==> src/verilog/ucfr_pkg.sv <==
package ucfr_pkg;

    // ------------------------------------------------------------
    // Command codes and reset values
    // ------------------------------------------------------------
    localparam logic [7:0]  CMD_THRESHOLD   = 8'h4b;
    localparam logic [7:0]  CMD_ACTION      = 8'h4c;
    localparam logic [15:0] THRESHOLD_RESET = 16'h0000;
    localparam logic [7:0]  ACTION_RESET    = 8'h00;

    // ------------------------------------------------------------
    // Action byte fields and threshold mantissa top bit
    // ------------------------------------------------------------
    localparam int RESP_MSB  = 7;
    localparam int RESP_LSB  = 6;
    localparam int RETRY_MSB = 5;
    localparam int RETRY_LSB = 3;
    localparam int DELAY_MSB = 2;
    localparam int DELAY_LSB = 0;
    localparam int MANT_MSB  = 10;

    localparam logic [1:0] RESP_IGNORE   = 2'h0;
    localparam logic [1:0] RESP_DELAY    = 2'h1;
    localparam logic [1:0] RESP_RETRY    = 2'h2;
    localparam logic [1:0] RESP_HOLD     = 2'h3;
    localparam logic [2:0] RETRY_NONE    = 3'h0;
    localparam logic [2:0] RETRY_FOREVER = 3'h7;

    // ------------------------------------------------------------
    // Timing
    // ------------------------------------------------------------
    localparam int CLOCK_MHZ          = 125;
    localparam int CONT_UNIT_US       = 10000;
    localparam int RETRY_UNIT_US      = 8200;
    localparam int CONT_UNIT_CYCLES   = CONT_UNIT_US * CLOCK_MHZ;
    localparam int RETRY_UNIT_CYCLES  = RETRY_UNIT_US * CLOCK_MHZ;
    localparam int PRESCALE_W         = 21;

    // ------------------------------------------------------------
    // Response state machine
    // ------------------------------------------------------------
    typedef enum logic [5:0] {
        ST_RUN   = 6'h01,
        ST_DELAY = 6'h02,
        ST_WAIT  = 6'h04,
        ST_TRY   = 6'h08,
        ST_LATCH = 6'h10,
        ST_HOLD  = 6'h20
    } ucfr_state_e;

endpackage

==> src/verilog/ucfr_timer_if.sv <==
`timescale 1ns/100ps
interface ucfr_timer_if;
    logic       start;
    logic       retry_unit;
    logic [2:0] units;
    logic       done;

    modport ctrl (output start, output retry_unit, output units, input done);
    modport tmr  (input start, input retry_unit, input units, output done);
endinterface

==> src/verilog/ucfr_top.sv <==
// Behaviour
// RULE_01 - Hold 16-bit under-current threshold as fault limit
// RULE_02 - Standard response layout, sets under-current status bit
// RULE_03 - Any fault pulls alert low, sets status
// RULE_04 - Mode 00: keep running, ignore fault
// RULE_05 - Mode 01: run for delay, then retry setting
// RULE_06 - Mode 10: disable at once, then retry setting
// RULE_07 - Mode 11: off while fault, resume after
// RULE_08 - Retry 000: no restart, off until cleared
// RULE_09 - Retry 1..6: that many attempts, then latch off
// RULE_10 - Attempt starts spaced by delay field units
// RULE_11 - Retry 111: retry until off or other fault
// RULE_12 - Delay field value is plain unit count
// RULE_13 - Continue-operating unit is 10 ms
// RULE_14 - Restart interval unit is 8.2 ms
// RULE_15 - Bit clear, clear-all, reset, off-on clear fault
// RULE_16 - Fault when measured current below threshold
// RULE_17 - Threshold and action byte read back unchanged
`timescale 1ns/100ps
module ucfr_top import ucfr_pkg::*; #(
    parameter int CONT_CYCLES  = CONT_UNIT_CYCLES,
    parameter int RETRY_CYCLES = RETRY_UNIT_CYCLES
) (
    input  wire logic        clock,
    input  wire logic        reset,
    input  wire logic        cmd_valid,
    input  wire logic        cmd_write,
    input  wire logic [7:0]  cmd_code,
    input  wire logic [15:0] cmd_wdata,
    output logic      [15:0] cmd_rdata,
    output logic             cmd_hit,
    input  wire logic [15:0] iout_meas,
    input  wire logic        output_on_cmd,
    input  wire logic        clear_faults,
    input  wire logic        status_uc_clear,
    input  wire logic        other_fault_off,
    output logic             output_enable,
    output logic             uc_fault_status,
    output logic             bus_alert_output_out,
    output logic             bus_alert_output_oe
);

    // ------------------------------------------------------------
    // Command registers
    // ------------------------------------------------------------
    logic [15:0]  thr_q, thr_d;
    logic [7:0]   act_q, act_d;
    logic [15:0]  rdata_q, rdata_d;
    logic         hit_q, hit_d;

    // Decode of command writes and reads
    always_comb begin
        thr_d   = thr_q;
        act_d   = act_q;
        rdata_d = rdata_q;
        hit_d   = 1'b0;
        if (cmd_valid) begin
            // RULE_17 store as written
            if (cmd_code == CMD_THRESHOLD) begin
                hit_d   = 1'b1;
                rdata_d = thr_q;
                if (cmd_write) begin
                    thr_d = cmd_wdata;
                end
            end else if (cmd_code == CMD_ACTION) begin
                hit_d   = 1'b1;
                rdata_d = {8'h00, act_q};
                if (cmd_write) begin
                    act_d = cmd_wdata[7:0];
                end
            end else begin
                rdata_d = 16'h0000;
            end
        end
    end

    // Command register storage
    always_ff @(posedge clock) begin
        if (reset) begin
            thr_q   <= THRESHOLD_RESET;
            act_q   <= ACTION_RESET;
            rdata_q <= 16'h0000;
            hit_q   <= 1'b0;
        end else begin
            thr_q   <= thr_d;
            act_q   <= act_d;
            rdata_q <= rdata_d;
            hit_q   <= hit_d;
        end
    end

    assign cmd_rdata = rdata_q;
    assign cmd_hit   = hit_q;

    // ------------------------------------------------------------
    // Fault detection and clearing
    // ------------------------------------------------------------
    logic [1:0]  resp;
    logic [2:0]  retries;
    logic [2:0]  delay_units;
    logic        fault;
    logic        below;
    logic        clr;
    logic        on_q;

    assign resp        = act_q[RESP_MSB:RESP_LSB];
    assign retries     = act_q[RETRY_MSB:RETRY_LSB];
    assign delay_units = act_q[DELAY_MSB:DELAY_LSB];

    // RULE_16 signed mantissa compare
    // RULE_01 threshold is the limit
    assign below = $signed(iout_meas[MANT_MSB:0]) < $signed(thr_q[MANT_MSB:0]);
    assign fault = output_enable && below;

    // RULE_15 clear sources
    assign clr = clear_faults || status_uc_clear || (output_on_cmd && !on_q);

    always_ff @(posedge clock) begin
        if (reset) begin
            on_q <= 1'b0;
        end else begin
            on_q <= output_on_cmd;
        end
    end

    // ------------------------------------------------------------
    // Response state machine
    // ------------------------------------------------------------
    ucfr_state_e  st_q, st_d;
    logic [2:0]   left_q, left_d;
    logic         stat_q, stat_d;
    logic         en_q, en_d;
    ucfr_timer_if tif ();

    // Next state, attempts, status and output enable
    always_comb begin
        st_d           = st_q;
        left_d         = left_q;
        tif.start      = 1'b0;
        tif.retry_unit = 1'b0;
        tif.units      = delay_units;
        // RULE_02 under-current bit
        // RULE_03 set wins over clear
        stat_d         = (stat_q && !clr) || (fault && st_q != ST_HOLD && st_q != ST_TRY);
        case (st_q)
            ST_RUN: begin
                if (fault && !clr) begin
                    // RULE_04 ignore
                    if (resp == RESP_DELAY) begin
                        // RULE_05 keep running
                        tif.start = 1'b1;
                        st_d      = ST_DELAY;
                    end else if (resp == RESP_RETRY) begin
                        // RULE_06 disable now
                        // RULE_08 no retry latches
                        st_d           = (retries == RETRY_NONE) ? ST_LATCH : ST_WAIT;
                        left_d         = retries;
                        tif.start      = 1'b1;
                        tif.retry_unit = 1'b1;
                    end else if (resp == RESP_HOLD) begin
                        st_d = ST_HOLD;
                    end
                end
            end
            ST_DELAY: begin
                if (tif.done) begin
                    st_d           = !fault ? ST_RUN : (retries == RETRY_NONE) ? ST_LATCH : ST_WAIT;
                    left_d         = retries;
                    tif.start      = fault;
                    tif.retry_unit = 1'b1;
                end
            end
            ST_WAIT: begin
                // RULE_10 spacing of starts
                if (tif.done) begin
                    st_d           = ST_TRY;
                    tif.start      = 1'b1;
                    tif.retry_unit = 1'b1;
                end
            end
            ST_TRY: begin
                if (fault) begin
                    stat_d = 1'b1;
                    // Rearm an expired timer so WAIT can end
                    tif.start      = tif.done;
                    tif.retry_unit = 1'b1;
                    // RULE_09 count attempts
                    // RULE_11 endless retry
                    if (retries == RETRY_FOREVER) begin
                        st_d = ST_WAIT;
                    end else begin
                        left_d = left_q - 3'h1;
                        st_d   = (left_q == 3'h1) ? ST_LATCH : ST_WAIT;
                    end
                end else if (tif.done) begin
                    st_d = ST_RUN;
                end
            end
            ST_HOLD: begin
                // RULE_07 resume when gone
                st_d = below ? ST_HOLD : ST_RUN;
            end
            default: begin
                st_d = ST_LATCH;
            end
        endcase
        if (other_fault_off && st_q != ST_RUN) begin
            st_d = ST_LATCH;
        end
        // RULE_15 clear returns to run
        if (clr || !output_on_cmd) begin
            st_d = ST_RUN;
        end
        en_d = output_on_cmd && !clr || (output_on_cmd && on_q);
        en_d = en_d && (st_d == ST_RUN || st_d == ST_DELAY || st_d == ST_TRY);
    end

    // State machine registers
    always_ff @(posedge clock) begin
        if (reset) begin
            st_q   <= ST_RUN;
            left_q <= 3'h0;
            stat_q <= 1'b0;
            en_q   <= 1'b0;
        end else begin
            st_q   <= st_d;
            left_q <= left_d;
            stat_q <= stat_d;
            en_q   <= en_d;
        end
    end

    ucfr_timer #(
        .CONT_CYCLES  (CONT_CYCLES),
        .RETRY_CYCLES (RETRY_CYCLES)
    ) u_timer (
        .clock (clock),
        .reset (reset),
        .tif   (tif.tmr)
    );

    // Open-drain alert pulled low while status is set
    assign output_enable        = en_q;
    assign uc_fault_status      = stat_q;
    assign bus_alert_output_out = 1'b0;
    assign bus_alert_output_oe  = stat_q;
endmodule

==> src/verilog/ucfr_timer.sv <==
`timescale 1ns/100ps
module ucfr_timer import ucfr_pkg::*; #(
    parameter int CONT_CYCLES  = CONT_UNIT_CYCLES,
    parameter int RETRY_CYCLES = RETRY_UNIT_CYCLES
) (
    input  wire logic  clock,
    input  wire logic  reset,
    ucfr_timer_if.tmr  tif
);

    logic                  busy_q, busy_d;
    logic                  sel_q, sel_d;
    logic                  done_q, done_d;
    logic [2:0]            left_q, left_d;
    logic [PRESCALE_W-1:0] pre_q, pre_d;
    logic [PRESCALE_W-1:0] limit;

    // ------------------------------------------------------------
    // Unit prescaler and unit counter
    // ------------------------------------------------------------
    // RULE_13 continue unit 10 ms
    // RULE_14 retry unit 8.2 ms
    assign limit = sel_q ? PRESCALE_W'(RETRY_CYCLES - 1) : PRESCALE_W'(CONT_CYCLES - 1);

    // Next values of the timer
    always_comb begin
        busy_d = busy_q;
        sel_d  = sel_q;
        left_d = left_q;
        pre_d  = pre_q;
        done_d = 1'b0;
        // RULE_12 field is unit count
        if (tif.start) begin
            busy_d = (tif.units != 3'h0);
            done_d = (tif.units == 3'h0);
            left_d = tif.units;
            sel_d  = tif.retry_unit;
            pre_d  = '0;
        end else if (busy_q) begin
            if (pre_q == limit) begin
                pre_d  = '0;
                left_d = left_q - 3'h1;
                if (left_q == 3'h1) begin
                    busy_d = 1'b0;
                    done_d = 1'b1;
                end
            end else begin
                pre_d = pre_q + PRESCALE_W'(1);
            end
        end
    end

    // Timer registers
    always_ff @(posedge clock) begin
        if (reset) begin
            busy_q <= 1'b0;
            sel_q  <= 1'b0;
            done_q <= 1'b0;
            left_q <= 3'h0;
            pre_q  <= '0;
        end else begin
            busy_q <= busy_d;
            sel_q  <= sel_d;
            done_q <= done_d;
            left_q <= left_d;
            pre_q  <= pre_d;
        end
    end

    assign tif.done = done_q;
endmodule

==> config.mk <==
export PLATFORM = sky130hd
export DESIGN_NAME = ucfr_top
export DESIGN_NICKNAME = d
export VERILOG_FILES = /design/src/verilog/ucfr_pkg.sv /design/src/verilog/ucfr_timer_if.sv /design/src/verilog/ucfr_top.sv /design/src/verilog/ucfr_timer.sv
export SDC_FILE = /design/constraint.sdc
export NUM_CORES = 1
export LEC_CHECK = 0
export CORE_MARGIN = 2
export CORE_UTILIZATION = 52
export CTS_CLUSTER_SIZE = 40
export DETAILED_ROUTE_END_ITERATION = 6
export DONT_BUFFER_PORTS = 1
export PLACE_DENSITY = 0.64
export SYNTH_ARGS = -nofsm -noshare
export SYNTH_HDL_FRONTEND = slang
export SYNTH_SLANG_ARGS = --single-unit
==> constraint.sdc <==
create_clock -name clock -period 3.7 [get_ports clock]
set_clock_uncertainty 0.05 [all_clocks]
set_input_delay 1.11 -clock clock [delete_from_list [all_inputs] [get_ports clock]]
set_output_delay 1.11 -clock clock [all_outputs]
set_load 0.005 [all_outputs]
==> results.cfg <==
[worst_hold_path]
whs_endpoint = thr_q[14]$_SDFFE_PP0P_
hold_class = flop to flop
min-delay-start = thr_q[14]$_SDFFE_PP0P_
whs_path_depth = 2

[layout]
layout.core_utilization_pct = 57.5
num-nets-final = 567
layout_common_cells = 80 x sky130_fd_sc_hd__dfxtp_1, 61 x sky130_fd_sc_hd__nand2_1, 58 x sky130_fd_sc_hd__nor2_1
final_layout_size_suffix_gt1_share_pct = 6.73
antenna-diode-count = 0
layout.cells.most_common = sky130_fd_sc_hd__dfxtp_1
syn2layout_area_growth_pct = 6.32

[power_and_ir_drop]
clock_power_share_pct = 44.5
peakVddDrop_mv = 0.275
switchingPower_w = 0.000379
p_per_area_mw_per_mm2 = 371
report.power.total_w = 0.00165
cell_internal_pwr_w = 0.00128
power_switching_share_pct = 22.9
p_leak_nw = 1.53
seq_power_share_pct = 52.6
comb_power_share_pct = 2.9

[global_routing]
globalRouteTotalUtil_pct = 22.5
first_global_vias = 3451
wire_length_of_the_first_global_routing_pass_mm = 16.0
grt-ovfl-total = 0
antenna_found_initial = 0
largest_net_degree_at_the_start_of_global_routing = 57

[worst_setup_path]
ordered_cell_list_for_the_critical_path = ha_1, nand4_2, o221ai_1, a211oi_4, buf_4, mux2i_1, a31oi_1, nor4_1, a31oi_1
r2r_path_start = thr_q[10]$_SDFFE_PP0P_
critical_path_class = primary input to flop
timing.critical_path.arrival_ns = 3.27
setup.worst_path.start_class = primary input
cp_data_required_time_ns = 3.87
worst-path-max-fanout = 6
worst-r2r-cell-count = 10
setup.reg_to_reg.worst_slack_ns = 0.93
critical_path.endpoint_type = flop
worst_r2r_endpoint = output_enable$_SDFF_PP0_
worst_path_dominant_cell_family = compound AO/OA/AOI/OAI gates
critPathMaxStageDelay_ns = 0.38
most_frequent_cell_on_the_critical_path = sky130_fd_sc_hd__a31oi_1
cp_num_cells = 9
timing.critical_path.slowest_stage_cell = sky130_fd_sc_hd__ha_1
number_of_buffers_and_inverters_on_the_critical_path = 1

[floorplan]
die_y_um = 93.9
chip_width_um = 93.9
die-area_mm2 = 0.00881
initial_core_utilization_pct = 54.1
std_cell_rows = 32
floorplan.io_pins = 69
coreArea_mm2 = 0.00777

[yosys]
asyncSetResetFlopFracSynth_pct = 0
synth.cell_area_mm2 = 0.00420
syn_avg_cell_area_um2 = 8.24
sequential_cell_area_fraction_in_the_yosys_report_pct = 38.1
synth.net_count = 577
synth_flop_cell = sky130_fd_sc_hd__dfxtp_1
synth_warn = 0
postSynthRegisterBits = 80
synth_edf_count = 0
synth.distinct_cells = 61
netlist_instances = 510

[placed_design]
port_buffers = 0
gp_congestion = 0.860
detailed_place_hpwl_mm = 6.65

[timing]
hold_viol_final = 0
worst_slew_margin_rel_pct = 56.3
finalHoldWorstSlack_ns = 0.415
fin_crit_sh_pct = 83.9
worst_pin_slew_ns = 0.654
setup-tns-final_ns = 0
max_freq_mhz = 322
rsz0062_at_grt = no
timing.final.setup_violations = 0
final_max_slew_viol_count = 0
period_minus_slack_ns = 3.10

[cts]
numCtsBuffers = 9
clkLatencyLatePin_ns = 0.35
cts-resized-gates = 0
tritoncts_clock_tree = done
cts_sinks = 80
clock_root_buffer = sky130_fd_sc_hd__clkbuf_8
worst_setup_hold_path_clk_slew_ns = 0.09
post_cts_hold_buffer_count = 0
clock_tree.htree_level_count = 3
maximum_clock_path_buffer_count = 2
post-cts-setup-buffers = 0

[route]
drt_pre_antenna_iters = 4
wl_per_cell_um = 15.2
remaining_drc_errors = 0
detail-route-antenna-nets = 0
via_count = 3523
route.final.wire_length_mm = 9.25
first_iter_violations = 121
vias_per_cell = 5.80

[run]
drv_cap = 0

[status]
run_status = complete, no violations
logic make-up (layout without fill, tap and decap cells):
kind of cell,count (synthesis),in the layout,share of synthesized area (%)
and+or+nand+nor,228,228,27.9
other,1,1,0.0893
buffers and inverters,45,40,4.62
xor gates and xnor gates,24,24,5.00
AOI/OAI and AO/OA,100,100,15.4
DFF,80,80,38.1
adders and majority gates,19,19,5.66
muxes,13,13,3.22
metrics by stage:
| stage | area, µm² | std cells | setup slack [ns] |
|---|---|---|---|
| 6_report | 4470 | 607 | 0.596 |
| 5_1_grt | 4470 | 607 | 0.431 |
| 4_1_cts | 4470 | 607 | 0.596 |
| 3_5_place_dp | 4240 | 591 | 0.226 |
| 3_3_place_gp | 4240 | 591 | 0.289 |
| 2_1_floorplan | 4200 | 510 | 0.386 |
worst min-delay path: cells and delay by family (launching register included):
kind,cells,cell delay (ns)
simple gates,1,0.06
flops,1,0.32
compound gates,1,0.05
area by class of cell:
class | instances | area [µm²]
Clock buffer | 9 | 124
Fill cell | 758 | 3300
Timing Repair Buffer | 4 | 30.0
Sequential cell | 80 | 1600
Clock inverter | 7 | 103
Tap cell | 102 | 128
Inverter | 20 | 75.1
Multi-Input combinational cell | 385 | 2400
Yosys cell counts, types with 3 or more instances:
cell type	count	area [µm²]
sky130_fd_sc_hd__or3_1	3	18.8
sky130_fd_sc_hd__nand2b_1	14	87.6
sky130_fd_sc_hd__xnor2_1	8	70.1
sky130_fd_sc_hd__dfxtp_1	80	1600
sky130_fd_sc_hd__a31oi_1	4	25.0
sky130_fd_sc_hd__nor2_1	58	218
sky130_fd_sc_hd__clkbuf_1	16	60.1
sky130_fd_sc_hd__nor3_1	19	95.1
sky130_fd_sc_hd__a311oi_1	4	35.0
sky130_fd_sc_hd__a211oi_1	10	75.1
sky130_fd_sc_hd__nor4b_1	3	26.3
sky130_fd_sc_hd__nand2_1	61	229
sky130_fd_sc_hd__buf_4	4	30.0
sky130_fd_sc_hd__nand4_1	6	37.5
sky130_fd_sc_hd__and3_1	5	31.3
sky130_fd_sc_hd__o21ai_0	9	45.0
sky130_fd_sc_hd__mux2i_1	12	120
sky130_fd_sc_hd__inv_1	20	75.1
sky130_fd_sc_hd__a22oi_1	9	67.6
sky130_fd_sc_hd__nor4_1	7	43.8
sky130_fd_sc_hd__nand3_1	28	140
sky130_fd_sc_hd__a21oi_1	47	235
sky130_fd_sc_hd__ha_1	19	238
sky130_fd_sc_hd__xor2_1	16	140
routing by layer:
layer  up-vias  share of wire [%]  global-route usage, %
met5         -                  0                      0
met4         0                1.3                   7.37
met3        10                5.7                   6.66
met2        79                 48                   37.9
met1      1649                 45                   27.5
li1       1785                  -                      -
registers in the layout (all words and copies together) (netlist names):
| name | flops |
|---|---|
| u_timer.busy_q | 1 |
| cmd_rdata | 16 |
| u_timer.tif.done | 1 |
| u_timer.left_q | 3 |
| u_timer.pre_q | 21 |
| bus_alert_output_oe | 1 |
| cmd_hit | 1 |
| thr_q | 16 |
| act_q | 8 |
| left_q | 3 |
| u_timer.sel_q | 1 |
| on_q | 1 |
| st_q | 6 |
| output_enable | 1 |
worst max-delay path by stage:
| stage | start | endpoint |
|---|---|---|
| after detailed placement | iout_meas[10] | u_timer.pre_q[1]$_SDFFE_PP0P_ |
| after global placement | iout_meas[10] | output_enable$_SDFF_PP0_ |
| final | iout_meas[10] | output_enable$_SDFF_PP0_ |
| after global routing | iout_meas[10] | u_timer.pre_q[1]$_SDFFE_PP0P_ |
| after CTS | iout_meas[10] | u_timer.pre_q[1]$_SDFFE_PP0P_ |
| after floorplan | iout_meas[10] | u_timer.sel_q$_SDFFE_PP0P_ |
power groups by stage:
stage / clock [W] / combinational [W] / sequential [W]
2_1_floorplan: 0 / 0.0000507 / 0.000889
3_3_place_gp: 0 / 0.0000460 / 0.000891
3_5_place_dp: 0 / 0.0000476 / 0.000891
4_1_cts: 0.000753 / 0.0000480 / 0.000871
5_1_grt: 0.000794 / 0.0000529 / 0.000872
6_report: 0.000737 / 0.0000472 / 0.000871
(Power assumes the default switching activity.)
